<file path="config.mk">
export PLATFORM = sky130hd
export DESIGN_NAME = branch_skip_pc_control
export DESIGN_NICKNAME = d
export VERILOG_FILES = /design/src/hdl/flow_pkg.sv /design/src/hdl/branch_skip_pc_control.sv /design/src/hdl/flag_compare.sv /design/src/hdl/return_stack.sv
export SDC_FILE = /design/constraint.sdc
export NUM_CORES = 1
export LEC_CHECK = 0
export ABC_AREA = 1
export BUFFER_PORTS_ARGS = -buffer_cell sky130_fd_sc_hd__buf_2
export CAP_MARGIN = 10
export CORE_UTILIZATION = 61
export DETAILED_ROUTE_END_ITERATION = 6
export GPL_ROUTABILITY_DRIVEN = 0
export PLACE_DENSITY = 0.85
export SLEW_MARGIN = 20
export SYNTH_ARGS = -nofsm -noshare
export SYNTH_HDL_FRONTEND = slang
export SYNTH_SLANG_ARGS = --single-unit
export TNS_END_PERCENT = 1
</file>
<file path="constraint.sdc">
create_clock -name ref_clk -period 3.39 [get_ports ref_clk]
set_input_delay 0.1695 -clock ref_clk [delete_from_list [all_inputs] [get_ports ref_clk]]
set_output_delay 0.1695 -clock ref_clk [all_outputs]
set_load 0.01 [all_outputs]
</file>
<file path="src/hdl/flow_pkg.sv">
package flow_pkg;

    localparam int PC_WIDTH = 16;
    localparam int REL_WIDTH = 12;
    localparam int STACK_DEPTH = 16;

    // status register bit positions
    localparam logic [2:0] FLAG_C = 3'h0;
    localparam logic [2:0] FLAG_Z = 3'h1;
    localparam logic [2:0] FLAG_N = 3'h2;
    localparam logic [2:0] FLAG_V = 3'h3;
    localparam logic [2:0] FLAG_S = 3'h4;
    localparam logic [2:0] FLAG_H = 3'h5;
    localparam logic [2:0] FLAG_T = 3'h6;
    localparam logic [2:0] FLAG_I = 3'h7;

    localparam logic [7:0] STATUS_RESET = 8'h00;
    localparam logic [15:0] PC_RESET = 16'h0000;

    // program counter steps in words
    localparam logic [15:0] STEP_ONE = 16'h0001;
    localparam logic [15:0] STEP_TWO = 16'h0002;
    localparam logic [15:0] STEP_THREE = 16'h0003;

    // cycle counts per instruction
    localparam logic [2:0] CYC_ONE = 3'h1;
    localparam logic [2:0] CYC_RELATIVE_JUMP = 3'h2;
    localparam logic [2:0] CYC_INDIRECT_JUMP = 3'h2;
    localparam logic [2:0] CYC_DIRECT_JUMP = 3'h3;
    localparam logic [2:0] CYC_RELATIVE_CALL = 3'h3;
    localparam logic [2:0] CYC_INDIRECT_CALL = 3'h3;
    localparam logic [2:0] CYC_DIRECT_CALL = 3'h4;
    localparam logic [2:0] CYC_RETURN = 3'h4;
    localparam logic [2:0] CYC_COMPARE = 3'h1;
    localparam logic [2:0] CYC_BRANCH_TAKEN = 3'h2;
    localparam logic [2:0] CYC_SKIP_ONE_WORD = 3'h2;
    localparam logic [2:0] CYC_SKIP_TWO_WORD = 3'h3;

    typedef enum logic [4:0] {
        OP_NOP,
        OP_RELATIVE_JUMP,
        OP_INDIRECT_JUMP,
        OP_DIRECT_JUMP,
        OP_RELATIVE_CALL,
        OP_INDIRECT_CALL,
        OP_DIRECT_CALL,
        OP_SUBROUTINE_RETURN,
        OP_INTERRUPT_RETURN,
        OP_COMPARE_SKIP_EQUAL,
        OP_COMPARE_REGS,
        OP_COMPARE_REGS_WITH_CARRY,
        OP_COMPARE_IMMEDIATE,
        OP_SKIP_REG_BIT_CLEAR,
        OP_SKIP_REG_BIT_SET,
        OP_SKIP_IO_BIT_CLEAR,
        OP_SKIP_IO_BIT_SET,
        OP_BRANCH_STATUS_BIT_SET,
        OP_BRANCH_STATUS_BIT_CLEAR,
        OP_BRANCH_EQUAL,
        OP_BRANCH_NOT_EQUAL,
        OP_BRANCH_CARRY_SET,
        OP_BRANCH_CARRY_CLEAR,
        OP_BRANCH_SAME_OR_HIGHER,
        OP_BRANCH_LOWER,
        OP_BRANCH_MINUS,
        OP_BRANCH_PLUS,
        OP_BRANCH_SIGNED_GE,
        OP_BRANCH_SIGNED_LT,
        OP_BRANCH_HALFCARRY_SET,
        OP_BRANCH_HALFCARRY_CLEAR,
        OP_BRANCH_TRANSFER_BIT_SET
    } op_e;

    typedef enum logic {
        ST_IDLE = 1'b0,
        ST_RUN = 1'b1
    } state_e;

endpackage

</file>
<file path="src/hdl/branch_skip_pc_control.sv">
// Behaviour
// - indirect jump loads PC from Z pointer in 2 cycles, flags untouched
// - indirect call pushes return address, loads PC from Z, 3 cycles
// - compare-skip-equal skips next instruction on equal, 1/2/3 cycles
// - compares subtract without storing, set Z N V C H in 1 cycle
// - skip when selected register bit is 0, 1/2/3 cycles
// - skip when selected register bit is 1, flags untouched
// - skip when selected I/O bit is 0, 1/2/3 cycles
// - skip when selected I/O bit is 1, flags untouched
// - generic branches test status bit s, set or clear variant, 1/2 cycles
// - carry-set and lower branches taken when C is 1
// - carry-clear and same-or-higher branches taken when C is 0
// - minus branch on N set, plus branch on N clear
// - signed greater-or-equal branch taken when N xor V is 0
// - signed less-than branch taken when N xor V is 1
// - half-carry branches on H set or H clear, 1/2 cycles
// - transfer-bit branch taken when T is 1, 1/2 cycles
module branch_skip_pc_control #(
    parameter int STACK_DEPTH = flow_pkg::STACK_DEPTH
) (
    input wire logic ref_clk,
    input wire logic rst,
    input wire logic start,
    input wire flow_pkg::op_e opcode,
    input wire logic [flow_pkg::REL_WIDTH-1:0] relOffset,
    input wire logic [15:0] absTarget,
    input wire logic [15:0] zPointer,
    input wire logic [7:0] regD,
    input wire logic [7:0] regR,
    input wire logic [7:0] immValue,
    input wire logic [7:0] ioValue,
    input wire logic [2:0] bitSelect,
    input wire logic followingTwoWord,
    input wire logic flagWrite,
    input wire logic [7:0] flagWriteData,
    output logic [15:0] pc,
    output logic busy,
    output logic done,
    output logic [7:0] statusRegister
);
    import flow_pkg::*;

    localparam int EXT = PC_WIDTH - REL_WIDTH;

    state_e state;
    state_e next_state;
    logic [2:0] remaining;
    logic [2:0] next_remaining;
    logic [15:0] pendingPc;
    logic [15:0] next_pendingPc;
    logic fromStack;
    logic next_fromStack;
    logic pendingIrqEnable;
    logic next_pendingIrqEnable;
    logic [15:0] next_pc;
    logic next_busy;
    logic next_done;
    logic [7:0] next_statusRegister;

    logic stackPush;
    logic stackPop;
    logic [15:0] stackPushData;
    logic [15:0] stackTop;

    logic [7:0] cmpSubtrahend;
    logic cmpUseCarry;
    logic cmpZero;
    logic cmpNeg;
    logic cmpOvf;
    logic cmpCarry;
    logic cmpHalf;

    logic [15:0] relTarget;
    logic [15:0] skipTarget;
    logic [2:0] skipCycles;

    return_stack #(
        .WIDTH(PC_WIDTH),
        .DEPTH(STACK_DEPTH)
    ) u_stack (
        .ref_clk(ref_clk),
        .rst(rst),
        .push(stackPush),
        .pushData(stackPushData),
        .pop(stackPop),
        .popData(stackTop)
    );

    flag_compare u_compare (
        .minuend(regD),
        .subtrahend(cmpSubtrahend),
        .useCarry(cmpUseCarry),
        .carryIn(statusRegister[FLAG_C]),
        .zeroIn(statusRegister[FLAG_Z]),
        .zero(cmpZero),
        .negative(cmpNeg),
        .overflow(cmpOvf),
        .carry(cmpCarry),
        .halfCarry(cmpHalf)
    );

    always_comb begin
        cmpSubtrahend = (opcode == OP_COMPARE_IMMEDIATE) ? immValue : regR;
        cmpUseCarry = (opcode == OP_COMPARE_REGS_WITH_CARRY);
        relTarget = pc + {{EXT{relOffset[REL_WIDTH-1]}}, relOffset}
            + STEP_ONE;
        // a skip jumps over one or two words depending on what follows
        skipTarget = followingTwoWord ? pc + STEP_THREE : pc + STEP_TWO;
        skipCycles = followingTwoWord ? CYC_SKIP_TWO_WORD : CYC_SKIP_ONE_WORD;
    end

    always_comb begin
        logic [2:0] cycles;
        logic [15:0] target;
        logic taken;
        logic isSkip;
        logic isBranch;
        logic isCompare;
        cycles = CYC_ONE;
        target = pc + STEP_ONE;
        taken = 1'b0;
        isSkip = 1'b0;
        isBranch = 1'b0;
        isCompare = 1'b0;
        next_state = state;
        next_remaining = remaining;
        next_pendingPc = pendingPc;
        next_fromStack = fromStack;
        next_pendingIrqEnable = pendingIrqEnable;
        next_pc = pc;
        next_busy = busy;
        next_done = 1'b0;
        next_statusRegister = statusRegister;
        stackPush = 1'b0;
        stackPop = 1'b0;
        stackPushData = pc + STEP_ONE;

        // flag results of instructions outside this block
        if (flagWrite) begin
            next_statusRegister = flagWriteData;
        end

        case (state)
            ST_IDLE: begin
                if (start) begin
                    next_fromStack = 1'b0;
                    next_pendingIrqEnable = 1'b0;
                    case (opcode)
                        OP_RELATIVE_JUMP: begin
                            cycles = CYC_RELATIVE_JUMP;
                            target = relTarget;
                        end
                        OP_INDIRECT_JUMP: begin
                            cycles = CYC_INDIRECT_JUMP;
                            target = zPointer;
                        end
                        OP_DIRECT_JUMP: begin
                            cycles = CYC_DIRECT_JUMP;
                            target = absTarget;
                        end
                        OP_RELATIVE_CALL: begin
                            cycles = CYC_RELATIVE_CALL;
                            target = relTarget;
                            stackPush = 1'b1;
                        end
                        OP_INDIRECT_CALL: begin
                            cycles = CYC_INDIRECT_CALL;
                            target = zPointer;
                            stackPush = 1'b1;
                        end
                        OP_DIRECT_CALL: begin
                            cycles = CYC_DIRECT_CALL;
                            target = absTarget;
                            stackPush = 1'b1;
                            // the call itself is two words long
                            stackPushData = pc + STEP_TWO;
                        end
                        OP_SUBROUTINE_RETURN, OP_INTERRUPT_RETURN: begin
                            cycles = CYC_RETURN;
                            stackPop = 1'b1;
                            next_fromStack = 1'b1;
                            next_pendingIrqEnable =
                                (opcode == OP_INTERRUPT_RETURN);
                        end
                        OP_COMPARE_SKIP_EQUAL: begin
                            isSkip = 1'b1;
                            taken = (regD == regR);
                        end
                        OP_COMPARE_REGS, OP_COMPARE_REGS_WITH_CARRY,
                        OP_COMPARE_IMMEDIATE: begin
                            isCompare = 1'b1;
                            cycles = CYC_COMPARE;
                        end
                        OP_SKIP_REG_BIT_CLEAR: begin
                            isSkip = 1'b1;
                            taken = ~regR[bitSelect];
                        end
                        OP_SKIP_REG_BIT_SET: begin
                            isSkip = 1'b1;
                            taken = regR[bitSelect];
                        end
                        OP_SKIP_IO_BIT_CLEAR: begin
                            isSkip = 1'b1;
                            taken = ~ioValue[bitSelect];
                        end
                        OP_SKIP_IO_BIT_SET: begin
                            isSkip = 1'b1;
                            taken = ioValue[bitSelect];
                        end
                        OP_BRANCH_STATUS_BIT_SET: begin
                            isBranch = 1'b1;
                            taken = statusRegister[bitSelect];
                        end
                        OP_BRANCH_STATUS_BIT_CLEAR: begin
                            isBranch = 1'b1;
                            taken = ~statusRegister[bitSelect];
                        end
                        OP_BRANCH_EQUAL: begin
                            isBranch = 1'b1;
                            taken = statusRegister[FLAG_Z];
                        end
                        OP_BRANCH_NOT_EQUAL: begin
                            isBranch = 1'b1;
                            taken = ~statusRegister[FLAG_Z];
                        end
                        OP_BRANCH_CARRY_SET, OP_BRANCH_LOWER: begin
                            isBranch = 1'b1;
                            taken = statusRegister[FLAG_C];
                        end
                        OP_BRANCH_CARRY_CLEAR, OP_BRANCH_SAME_OR_HIGHER: begin
                            isBranch = 1'b1;
                            taken = ~statusRegister[FLAG_C];
                        end
                        OP_BRANCH_MINUS: begin
                            isBranch = 1'b1;
                            taken = statusRegister[FLAG_N];
                        end
                        OP_BRANCH_PLUS: begin
                            isBranch = 1'b1;
                            taken = ~statusRegister[FLAG_N];
                        end
                        OP_BRANCH_SIGNED_GE: begin
                            isBranch = 1'b1;
                            taken = ~(statusRegister[FLAG_N]
                                ^ statusRegister[FLAG_V]);
                        end
                        OP_BRANCH_SIGNED_LT: begin
                            isBranch = 1'b1;
                            taken = statusRegister[FLAG_N]
                                ^ statusRegister[FLAG_V];
                        end
                        OP_BRANCH_HALFCARRY_SET: begin
                            isBranch = 1'b1;
                            taken = statusRegister[FLAG_H];
                        end
                        OP_BRANCH_HALFCARRY_CLEAR: begin
                            isBranch = 1'b1;
                            taken = ~statusRegister[FLAG_H];
                        end
                        OP_BRANCH_TRANSFER_BIT_SET: begin
                            isBranch = 1'b1;
                            taken = statusRegister[FLAG_T];
                        end
                        default: begin
                            cycles = CYC_ONE;
                        end
                    endcase

                    if (isBranch && taken) begin
                        cycles = CYC_BRANCH_TAKEN;
                        target = relTarget;
                    end
                    if (isSkip && taken) begin
                        cycles = skipCycles;
                        target = skipTarget;
                    end
                    // compare flags Z N V C H beat an outside flag write in the same cycle
                    if (isCompare) begin
                        next_statusRegister[FLAG_Z] = cmpZero;
                        next_statusRegister[FLAG_N] = cmpNeg;
                        next_statusRegister[FLAG_V] = cmpOvf;
                        next_statusRegister[FLAG_C] = cmpCarry;
                        next_statusRegister[FLAG_H] = cmpHalf;
                    end

                    if (cycles == CYC_ONE) begin
                        next_pc = target;
                        next_done = 1'b1;
                    end else begin
                        next_state = ST_RUN;
                        next_busy = 1'b1;
                        next_remaining = cycles - CYC_ONE;
                        next_pendingPc = target;
                    end
                end
            end
            ST_RUN: begin
                next_remaining = remaining - CYC_ONE;
                if (remaining == CYC_ONE) begin
                    // popped word is registered, ready long before here
                    next_pc = fromStack ? stackTop : pendingPc;
                    next_done = 1'b1;
                    next_busy = 1'b0;
                    next_state = ST_IDLE;
                    if (pendingIrqEnable) begin
                        next_statusRegister[FLAG_I] = 1'b1;
                    end
                end
            end
            default: begin
                next_state = ST_IDLE;
                next_busy = 1'b0;
            end
        endcase
    end

    always_ff @(posedge ref_clk or posedge rst) begin
        if (rst) begin
            state <= ST_IDLE;
            remaining <= 3'h0;
            pendingPc <= PC_RESET;
            fromStack <= 1'b0;
            pendingIrqEnable <= 1'b0;
            pc <= PC_RESET;
            busy <= 1'b0;
            done <= 1'b0;
            statusRegister <= STATUS_RESET;
        end else begin
            state <= next_state;
            remaining <= next_remaining;
            pendingPc <= next_pendingPc;
            fromStack <= next_fromStack;
            pendingIrqEnable <= next_pendingIrqEnable;
            pc <= next_pc;
            busy <= next_busy;
            done <= next_done;
            statusRegister <= next_statusRegister;
        end
    end
endmodule // branch_skip_pc_control

</file>
<file path="src/hdl/flag_compare.sv">
module flag_compare (
    input wire logic [7:0] minuend,
    input wire logic [7:0] subtrahend,
    input wire logic useCarry,
    input wire logic carryIn,
    input wire logic zeroIn,
    output logic zero,
    output logic negative,
    output logic overflow,
    output logic carry,
    output logic halfCarry
);
    logic [7:0] diff;
    logic borrowIn;

    always_comb begin
        borrowIn = useCarry & carryIn;
        diff = minuend - subtrahend - {7'h00, borrowIn};
        // with carry, a zero result keeps the previous zero so multi-byte
        // compares chain correctly
        zero = (diff == 8'h00) & (~useCarry | zeroIn);
        negative = diff[7];
        overflow = (minuend[7] & ~subtrahend[7] & ~diff[7])
            | (~minuend[7] & subtrahend[7] & diff[7]);
        carry = (~minuend[7] & subtrahend[7]) | (subtrahend[7] & diff[7])
            | (diff[7] & ~minuend[7]);
        halfCarry = (~minuend[3] & subtrahend[3]) | (subtrahend[3] & diff[3])
            | (diff[3] & ~minuend[3]);
    end
endmodule // flag_compare

</file>
<file path="src/hdl/return_stack.sv">
module return_stack #(
    parameter int WIDTH = 16,
    parameter int DEPTH = 16
) (
    input wire logic ref_clk,
    input wire logic rst,
    input wire logic push,
    input wire logic [WIDTH-1:0] pushData,
    input wire logic pop,
    output logic [WIDTH-1:0] popData
);
    localparam int AW = $clog2(DEPTH);

    logic [WIDTH-1:0] mem [DEPTH];
    logic [AW-1:0] sp;
    logic [AW-1:0] next_sp;
    logic [WIDTH-1:0] next_popData;

    // pointer wraps: overflow silently overwrites the oldest entry
    always_comb begin
        next_sp = sp;
        next_popData = popData;
        if (push) begin
            next_sp = sp + 1'b1;
        end else if (pop) begin
            next_sp = sp - 1'b1;
            next_popData = mem[sp - 1'b1];
        end
    end

    always_ff @(posedge ref_clk or posedge rst) begin
        if (rst) begin
            sp <= '0;
            popData <= '0;
        end else begin
            sp <= next_sp;
            popData <= next_popData;
        end
    end

    always_ff @(posedge ref_clk) begin
        if (push) begin
            mem[sp] <= pushData;
        end
    end
endmodule // return_stack

</file>
==> results of run 1 <==
-- critical path: cells and delay by family (launching register included) --
kind            cells  cell delay, ns
fa+ha+maj           1            0.17
compound gates      2            0.14
flops               1            0.40
buf+inv             4            0.56
simple gates       12            1.55
-- cell usage after synthesis (12+ instances only) --
cell type,number
o221ai_1,33
nand3_1,54
xnor2_1,13
nor2_1,245
o32ai_1,32
o21ai_0,151
ha_1,42
nor3_1,12
a31oi_1,20
mux2i_1,36
a21oi_1,46
edfxtp_1,256
o22ai_1,13
dfrtp_1,68
xor2_1,45
buf_2,12
clkbuf_1,62
nand2_1,388
inv_1,162
inv_2,22
o211ai_1,42
-- repair_timing --
action	4_1_cts	5_1_grt
endpoints found under the setup margin	0	5
gates resized for setup	0	1
endpoints found under the hold margin	31	0
hold buffers	7	0
-- flip-flops by register name (all words and copies together), names as in the netlist --
| register | flops |
|---|---|
| fromStack | 1 |
| pendingIrqEnable | 1 |
| done | 1 |
| u_stack.popData | 16 |
| statusRegister | 8 |
| u_stack.mem | 256 |
| pendingPc | 16 |
| u_stack.sp | 4 |
| remaining | 3 |
| state | 1 |
| pc | 16 |
| busy | 1 |
-- cells in the final DEF (no fill, tap or decap), drive strengths merged, types with 2 or more instances in the layout --
| master | instances |
|---|---|
| nand2 | 394 |
| edfxtp | 256 |
| nor2 | 249 |
| inv | 186 |
| buf | 177 |
| o21ai | 161 |
| dfrtp | 68 |
| nand3 | 56 |
| a21oi | 46 |
| xor2 | 45 |
| o211ai | 42 |
| ha | 42 |
| mux2i | 36 |
| o221ai | 33 |
| clkbuf | 33 |
| o32ai | 32 |
| a31oi | 20 |
| xnor2 | 13 |
| o22ai | 13 |
| nor3 | 13 |
| nand4 | 10 |
| bufinv | 9 |
| o21bai | 7 |
| dlygate4sd3 | 7 |
| clkinv | 7 |
| clkinvlp | 5 |
| a22oi | 3 |
| fa | 3 |
| nand3b | 2 |
| nor4 | 2 |
| a31o | 2 |
| or2 | 2 |
| a211oi | 2 |
-- area by class of cell --
cell class / instances / share of cell area, %
sequential: 324 / 47.9
multi-input combinational: 1233 / 34.3
timing repair buffer: 184 / 6.03
clock buffer: 33 / 4.00
inverter: 184 / 3.52
tap: 372 / 2.38
clock inverter: 23 / 1.89
-- power groups by stage --
stage / combinational, uW / sequential [uW] / clock (uW)
after CTS: 6950 / 5640 / 3860
after floorplan: 4880 / 5500 / 0
after global routing: 7740 / 5700 / 4000
after detailed placement: 6840 / 5720 / 0
final: 7040 / 5670 / 3840
after global placement: 6580 / 5700 / 0
-- per-layer routing --
metal / vias up / share of wire [%]
met5: - / 0
met2: 917 / 47
met4: 0 / 4.0
li1: 6540 / -
met3: 150 / 10
met1: 6720 / 39
-- logic make-up after synthesis --
kind of cell / Yosys count / share of synthesized area (%)
flops: 324 / 54.9
fa+ha+maj: 45 / 3.42
mux: 36 / 2.11
simple gates: 730 / 17.2
buf+inv: 272 / 6.26
xor+xnor: 58 / 2.97
compound gates: 364 / 13.2
-- path summary, 6_finish.rpt --
kind,endpoint,slack [ns],cells after the start
max in group asynchronous,u_stack.popData[10]$_DFFE_PP0P_,2.37,4
min,statusRegister[1]$_DFF_PP0_,0.06,5
max,pc[15]$_DFFE_PP0P_,0.45,19
min reg2reg,pendingIrqEnable$_DFFE_PP0P_,0.50,2
min in group asynchronous,remaining[0]$_DFFE_PP0P_,0.22,3
max reg2reg,pc[15]$_DFFE_PP0P_,0.45,19
-- stage by stage --
step	cell area, um^2	instances
2_1_floorplan	17100	1829
3_3_place_gp	18400	2290
3_5_place_dp	18400	2290
4_1_cts	19600	2353
5_1_grt	19600	2353
6_report	19600	2353
==> run_results.csv, run 1 <==
group,metric,value,unit
floorplan,coreArea,27300,um^2
floorplan,io_pins,123,
outcome,status,"completed",
clocking,postCtsSetupBuffers,0,
power_and_ir_drop,power.leakage,0.00820,uW
clocking,cts_num_sinks,324,
final_layout,final_core_util,71.9,%
detailed_routing,route.detailed.drc,0,
detailed_routing,wl,43800,um
timing,slew_headroom,33.2,%
global_routing,grt_pass1_vias,13600,
timing,period_needed,2.94,ns
floorplan,dieHeight,169,um
worst_setup_path,startpoint_type,"flip-flop",
power_and_ir_drop,netSwitchingFraction,40.0,%
global_routing,antenna_found_initial,0,
logic_synthesis,yosys_warnings,0,
logic_synthesis,synth-edff-count,256,
global_routing,grt_use_met2,51.4,%
worst_setup_path,path_max_fanout,18,
worst_setup_path,arrival,3.37,ns
global_routing,grt_use_met1,39.7,%
power_and_ir_drop,p_total,16600,uW
timing,setup_viol,0,
final_layout,area_delta_synth_final,14.5,%
timing,rsz0062_at_grt,"no",
floorplan,fp.dieW,169,um
worst_setup_path,worstPathRequired,3.82,ns
worst_setup_path,worst_path_max_delay_cell,"dfrtp_1",
worst_setup_path,r2r_start,"statusRegister[0]$_DFF_PP0_",
worst_setup_path,cp-startpoint,"statusRegister[0]$_DFF_PP0_",
timing,fin_tns_setup,0,ns
logic_synthesis,syn_area,17100,um^2
logic_synthesis,yosysTopAreaCell,"edfxtp_1",
timing,hold_viol_final,0,
logic_synthesis,ys_types,46,
placement,dpl.hpwl,29300,um
clocking,clk_latency,0.55,ns
logic_synthesis,ys.flop_type,"edfxtp_1",
clocking,cts-htree-levels,1,
logic_synthesis,synth_top_area_share,44.9,%
logic_synthesis,avgSynthCellArea,9.35,um^2
timing,finalCritPeriodShare,86.7,%
floorplan,fp-row-count,60,
detailed_routing,routedWlPerCell,18.6,um
worst_setup_path,crit_type,"reg -> reg",
placement,dp_slack,0.111,ns
final_layout,multi_input_area,6710,um^2
clocking,clk_pin_slew,0.06,ns
power_and_ir_drop,ir_drop,760,uV
global_routing,grt_usage,30.5,%
power_and_ir_drop,comb_power_share,42.6,%
logic_synthesis,ys_ff_latch,324,
power_and_ir_drop,seqPwrFrac,34.3,%
timing,hold_slack,0.0585,ns
placement,port_buffers,122,
final_layout,drive_gt1_share,14.7,%
global_routing,grt_max_degree,73,
clocking,cts_buffers,30,
final_layout,n_antenna_cell,0,
timing,finalMaxSlewViolations,0,
clocking,cts_root_buf,"clkbuf_16",
timing,skew,0.00877,ns
timing,worst_pin_slew,1.00,ns
worst_setup_path,critPathMostFrequentCell,"nand2_1",
global_routing,use_met3,4.01,%
worst_setup_path,max_stage_delay,0.40,ns
min_path,hold_class,"in -> reg",
final_layout,layout.nets,2099,
logic_synthesis,ys_seq_area_share,54.9,%
clocking,clock_path_buffers,3,
logic_synthesis,syn_inst,1829,
logic_synthesis,async_flop_share,21.0,%
clocking,cts_tree,"done",
floorplan,start_util,62.8,%
power_and_ir_drop,p_int,9930,uW
min_path,worstHoldStart,"flagWriteData[1]",
detailed_routing,via_per_inst,6.09,
floorplan,dieArea,28700,um^2
global_routing,grt-ovfl-total,0,
detailed_routing,first_iter_violations,1681,
final_layout,fillers,1843,
final_layout,regArea,9390,um^2
global_routing,grt_first_pass_wirelength,68400,um
detailed_routing,dr.pass1.iters,7,
power_and_ir_drop,p_switching,6620,uW
timing,layout_setup_ws,0.451,ns
global_routing,gr-max-usage-layer,"met2",
power_and_ir_drop,p_clk_share,23.2,%
worst_setup_path,crit_chain,"inv_1 -> nand2_1 -> nand3_1 -> nand3_1 -> nand2_1 -> o21ai_1 -> nand3_1 -> nand3_2 -> nand2_4 -> inv_2 -> nor3_4 -> ha_1 -> nand2_1 -> inv_2 -> nand2_1 -> nand2_2 -> inv_2 -> nor2_1 -> a21oi_1",
power_and_ir_drop,powerDensity,845,nW/um^2
logic_synthesis,syn_nets,1971,
detailed_routing,vias,14300,
run,cap_violations,0,
timing,fmax,340,MHz
detailed_routing,drtAntennaViolNets,0,
logic_synthesis,synthTopCellsByArea,"edfxtp_1, dfrtp_1, nand2_1",
worst_setup_path,endpoint_kind,"flip-flop",
No activity file was read; power rests on OpenSTA's default activity.
==> inputs of run 2 (changes only) <==
Settings changed: CORE_MARGIN set to 2, CORE_UTILIZATION 61 to 39, PLACE_DENSITY 0.85 to 0.6.
==> run 2 against run 1 <==
Compared with the run above:
- the flow now finishes with violations (DRC)
- clock skew grew 0.011 ns
- critical path depth shrank 12
- final cell count grew 9.7%
- core utilization shrank 26 points
- first-iteration DRC count shrank 18%
- via count shrank 3.9%
- sequential share of layout area shrank 0.66 points
- final area grew 1.4%
- setup slack lost 0.066 ns
- maximum frequency shrank 2.2%
- combinational power is essentially flat
- critical path type unchanged
- critical endpoint is now u_stack.mem[14][7]$_DFFE_PP_
- highest routed layer unchanged
==> run_results.csv, run 2 (synthesized netlist as in run 1, its figures left out) <==
group,metric,value,unit
clocking,cts_root_buf,"clkbuf_16",
clocking,cts_tree,"done",
worst_setup_path,rr_worst_depth,7,
power_and_ir_drop,p_total,16300,uW
detailed_routing,wl,46700,um
final_layout,largest_register,"u_stack.mem",
detailed_routing,via_per_inst,5.33,
final_layout,fillers,4129,
power_and_ir_drop,powerDensity,819,nW/um^2
floorplan,fp-row-count,76,
power_and_ir_drop,ir_drop,652,uV
global_routing,grt_usage,20.3,%
floorplan,coreArea,43200,um^2
global_routing,grt_first_pass_wirelength,72000,um
placement,port_buffers,122,
final_layout,n_antenna_cell,0,
floorplan,dieHeight,213,um
final_layout,largest_reg_flops,256,
final_layout,final_cell_mix,"nand2_1, edfxtp_1, nor2_1",
worst_setup_path,worstPathRequired,3.62,ns
final_layout,drive_gt1_share,14.8,%
run,cap_violations,0,
timing,hold_viol_final,0,
clocking,clk_latency,0.54,ns
placement,place_area,18700,um^2
detailed_routing,route.detailed.drc,2,
detailed_routing,drtAntennaViolNets,0,
final_layout,postLayoutCellArea,19900,um^2
clocking,cts_buffers,35,
clocking,postCtsSetupBuffers,0,
min_path,hold_class,"in -> reg",
timing,hold_slack,0.0264,ns
detailed_routing,routedWlPerCell,18.1,um
detailed_routing,vias,13800,
worst_setup_path,crit_type,"reg -> reg",
global_routing,grt_max_degree,77,
worst_setup_path,cp-startpoint,"state$_DFF_PP0_",
timing,worst_pin_slew,0.987,ns
clocking,cts-htree-levels,2,
worst_setup_path,endpoint,"u_stack.mem[14][7]$_DFFE_PP_",
final_layout,layout.nets,2112,
floorplan,start_util,39.6,%
timing,fin_tns_setup,0,ns
worst_setup_path,startpoint_type,"flip-flop",
floorplan,io_pins,123,
timing,setup_viol,0,
floorplan,dieArea,45600,um^2
clocking,cts_num_sinks,324,
placement,numPlacedInstances,2511,
timing,period_needed,3.00,ns
timing,rsz0062_at_grt,"no",
worst_setup_path,ff2ff_setup_slack,0.39,ns
timing,fmax,333,MHz
final_layout,area_delta_synth_final,16.1,%
final_layout,final_common_cell,"nand2_1",
placement,dpl.hpwl,31800,um
timing,slew_headroom,34.1,%
global_routing,antenna_found_initial,0,
outcome,violations,"DRC",
worst_setup_path,path_max_fanout,9,
timing,finalMaxSlewViolations,0,
worst_setup_path,r2r_start,"state$_DFF_PP0_",
clocking,clk_pin_slew,0.06,ns
power_and_ir_drop,power.leakage,0.00823,uW
timing,finalCritPeriodShare,88.6,%
global_routing,grt_pass1_vias,13100,
detailed_routing,dr.pass1.iters,7,
worst_setup_path,arrival,3.23,ns
final_layout,stdcell_count,2582,
worst_setup_path,endpoint_kind,"flip-flop",
floorplan,fp.dieW,213,um
outcome,status,"finished with violations",
detailed_routing,first_iter_violations,1382,
timing,skew,0.0195,ns
clocking,clock_path_buffers,3,
worst_setup_path,r2r-end,"u_stack.mem[14][7]$_DFFE_PP_",
global_routing,grt-ovfl-total,0,
-- run 2: cell types whose count changed in the layout (fill, tap and decap cells not counted), moves of 2 or more --
cell and change:
clkinv_2 +6, clkinv_4 -2, clkinv_1 +6, inv_2 -2, buf_4 +7, clkbuf_1 +5, clkinvlp_4 -4, bufinv_16 -8
clkbuf_8 +2, clkbuf_16 +4, inv_16 +2
-- run 2: worst min path at each step --
stage                          start  slack (ns)                       endpoint  cells past startpoint
floorplan           flagWriteData[4]        0.29  statusRegister[4]$_DFFE_PP0P_                      2
global placement                 rst        0.31    statusRegister[7]$_DFF_PP0_                      2
detailed placement               rst        0.31  statusRegister[4]$_DFFE_PP0P_                      2
CTS                        flagWrite       0.004  statusRegister[6]$_DFFE_PP0P_                      3
global route               flagWrite        0.04  statusRegister[6]$_DFFE_PP0P_                      3
finish                     flagWrite        0.03  statusRegister[6]$_DFFE_PP0P_                      3
-- run 2: repair_timing --
item | in CTS | in global routing
setup endpoints to repair | 0 | 5
gates resized for setup | 0 | 1
hold buffers | 7 | 0
endpoints found under the hold margin | 45 | 0
-- run 2: where the power goes --
group | total [uW] | leakage, uW | switching (uW) | internal (uW)
registers | 5610 | 0.00316 | 454 | 5160
logic | 7050 | 0.00453 | 4650 | 2400
clock network | 3620 | 0.000535 | 1570 | 2050
-- run 2: metal layers --
layer  vias up  GRT usage, %  share of wire (%)
met5         -             0                  0
met4         0          5.46                2.1
met3        76          2.64                5.6
met2       437          33.9                 47
met1      6664          27.8                 46
li1       6585             -                  -
-- run 2: cell type report --
| cell class | count | area, um^2 | area share [%] |
|---|---|---|---|
| clock buffer | 44 | 930 | 4.68 |
| clock inverter | 20 | 156 | 0.787 |
| tap | 585 | 732 | 3.68 |
| timing repair buffer | 192 | 1250 | 6.31 |
| sequential | 324 | 9390 | 47.3 |
| multi-input combinational | 1233 | 6710 | 33.8 |
| inverter | 184 | 693 | 3.49 |
-- run 2: metrics by stage --
step	util, %	setup slack (ns)
global route	46.0	0.262
global placement	43.3	0.196
detailed placement	43.3	0.0611
floorplan	-	0.525
CTS	46.0	0.198
finish	46.0	0.385
-- run 2: worst max-delay path, cell delays in order (launching register included) --
cell     delay [ns]
dfrtp_1        0.50
nor2_1         0.37
inv_1          0.24
nor3_1         0.42
buf_4          0.23
nand2_1        0.16
nor2_2         0.48
buf_4          0.30
==> inputs of run 3 (changes only) <==
--- a/config.mk
+++ b/config.mk
@@ -14,4 +14,5 @@
 export GPL_ROUTABILITY_DRIVEN = 0
 export PLACE_DENSITY = 0.6
+export REMOVE_ABC_BUFFERS = 1
 export SLEW_MARGIN = 20
 export SYNTH_ARGS = -nofsm -noshare
==> constraint.sdc (replaced) <==
create_clock -name ref_clk -period 3.39 [get_ports ref_clk]
set_input_delay 0.1695 -clock ref_clk [delete_from_list [all_inputs] [get_ports ref_clk]]
set_output_delay 0.1695 -clock ref_clk [all_outputs]
set_load 0.005 [all_outputs]
==> run 3 against run 2 <==
Compared with the run above:
- the flow now finishes without violations
- wire length shrank 0.10%
- final cell count shrank 0.12%
- sequential share of layout area is essentially flat
- via count shrank 1.7%
- count of clock-buffer cells in the layout grew 1
- non-clock buffer count is the same
- final area is essentially flat
- clock skew grew 0.0096 ns
- worst hold slack lost 0.0040 ns
- power is essentially flat
==> run_results.csv, run 3 (synthesized netlist as in run 1, its figures left out) <==
group,metric,value,unit
outcome,status,"completed",
clocking,clk_latency,0.53,ns
timing,skew,0.0292,ns
power_and_ir_drop,power.leakage,0.00823,uW
placement,numPlacedInstances,2513,
placement,dpl.hpwl,32100,um
timing,worst_pin_slew,0.976,ns
floorplan,dieArea,45600,um^2
clocking,cts_num_sinks,324,
clocking,clock_path_buffers,3,
worst_setup_path,startpoint_type,"input port",
timing,rsz0062_at_grt,"no",
timing,slew_headroom,34.9,%
final_layout,area_delta_synth_final,16.1,%
floorplan,fp-row-count,76,
power_and_ir_drop,p_total,16300,uW
detailed_routing,wl,46600,um
detailed_routing,via_per_inst,5.24,
final_layout,final_cell_mix,"nand2_1, edfxtp_1, nor2_1",
power_and_ir_drop,ir_drop,646,uV
timing,hold_viol_final,0,
worst_setup_path,path_max_fanout,16,
clocking,cts-htree-levels,2,
clocking,cts_buffers,34,
global_routing,grt_pass1_vias,13000,
global_routing,grt_first_pass_wirelength,72500,um
placement,dp_slack,-0.154,ns
final_layout,largest_reg_flops,256,
final_layout,stdcell_count,2579,
power_and_ir_drop,powerDensity,820,nW/um^2
min_path,hold_class,"in -> reg",
floorplan,coreArea,43200,um^2
worst_setup_path,worst_path_max_delay_cell,"fa_1",
floorplan,fp.dieW,213,um
timing,finalMaxSlewViolations,0,
timing,setup_viol,0,
floorplan,dieHeight,213,um
final_layout,fillers,4135,
floorplan,start_util,39.6,%
final_layout,drive_gt1_share,14.7,%
run,cap_violations,0,
placement,port_buffers,122,
detailed_routing,drtAntennaViolNets,0,
global_routing,grt_usage,20.5,%
detailed_routing,routedWlPerCell,18.1,um
detailed_routing,dr.pass1.iters,5,
clocking,cts_tree,"done",
worst_setup_path,endpoint_kind,"flip-flop",
final_layout,largest_register,"u_stack.mem",
worst_setup_path,crit_chain,"buf_2 -> inv_1 -> nand2_1 -> inv_1 -> o21ai_0 -> fa_1 -> inv_1 -> ha_1 -> nand2_1 -> nand3_1 -> nand3_1 -> nand2_1 -> a21oi_1 -> o21bai_1 -> xnor2_1 -> inv_1 -> nand3_1 -> nand2_1",
global_routing,antenna_found_initial,0,
timing,layout_setup_ws,0.303,ns
global_routing,grt-ovfl-total,0,
final_layout,layout.nets,2111,
timing,period_needed,3.09,ns
worst_setup_path,arrival,3.48,ns
detailed_routing,vias,13500,
detailed_routing,route.detailed.drc,0,
worst_setup_path,max_stage_delay,0.46,ns
clocking,clk_pin_slew,0.05,ns
final_layout,n_antenna_cell,0,
clocking,postCtsSetupBuffers,0,
floorplan,io_pins,123,
final_layout,final_common_cell,"nand2_1",
detailed_routing,first_iter_violations,1258,
worst_setup_path,worstPathRequired,3.78,ns
timing,finalCritPeriodShare,91.1,%
clocking,cts_root_buf,"clkbuf_16",
worst_setup_path,crit_type,"in -> reg",
timing,fmax,324,MHz
global_routing,grt_max_degree,133,
-- run 3: cell types whose count changed in the layout (fill, tap and decap cells not counted), sizes merged --
cell         before  now
clkinv           17   13
bufinv            1    3
buf             185  187
clkbuf           44   45
inv             185  183
dlygate4sd3       7    5
-- run 3: what timing repair did --
item,in CTS,in global routing
hold buffers,5,0
setup endpoints to repair,0,6
resized for setup,0,1
hold endpoints to repair,50,0
-- run 3: path summary, 6_finish.rpt --
check	from	endpoint	slack, ns	depth (start not counted)
min reg2reg	pendingPc[5]$_DFFE_PP0P_	pendingPc[5]$_DFFE_PP0P_	0.50	2
max reg2reg	statusRegister[0]$_DFF_PP0_	pendingPc[1]$_DFFE_PP0P_	0.56	17
max in group asynchronous	rst	pendingPc[7]$_DFFE_PP0P_	2.28	4
min in group asynchronous	rst	statusRegister[4]$_DFFE_PP0P_	0.37	3
max	opcode[4]	statusRegister[1]$_DFF_PP0_	0.30	18
min	flagWriteData[2]	statusRegister[2]$_DFF_PP0_	0.02	3
-- run 3: metrics by stage --
stage / TNS, ns / utilization (%) / area, um^2 / hold slack [ns]
finish: 0 / 46.0 / 19900 / 0.0225
global route: 0 / 46.0 / 19900 / 0.00940
CTS: 0 / 46.0 / 19900 / 0.00911
detailed placement: -0.769 / 43.4 / 18700 / 0.403
global placement: -0.302 / 43.4 / 18700 / 0.392
floorplan: -368.96 / - / 16700 / 0.277
-- run 3: worst max-delay path, delay by kind of cell --
kind	cells	cell delay (ns)
adder cells (fa/ha/maj)	2	0.74
buffers and inverters	5	1.10
XOR/XNOR	1	0.31
AO/OA/AOI/OAI	3	0.41
AND/OR/NAND/NOR	7	0.76
-- run 3: per-layer routing --
metal | global-route usage (%) | vias up | routed length, um
met5 | 0 | - | 0
met4 | 4.53 | 0 | 771
met3 | 2.20 | 60 | 2480
met2 | 34.0 | 408 | 21500
met1 | 29.1 | 6494 | 21900
li1 | - | 6562 | -
-- run 3: final cells by class --
cell class	instances	area (um^2)	share of cell area, %
clock inverter	16	173	0.870
multi-input combinational	1233	6720	33.8
tap	585	732	3.69
timing repair buffer	192	1240	6.23
inverter	184	692	3.48
clock buffer	45	913	4.60
sequential	324	9390	47.3
-- run 3: power by group --
group	leakage [uW]	internal (uW)	total [uW]	switching, uW
clock network	0.000524	2140	3640	1500
registers	0.00316	5160	5600	446
logic	0.00454	2410	7050	4640
total	0.00823	9700	16300	6580
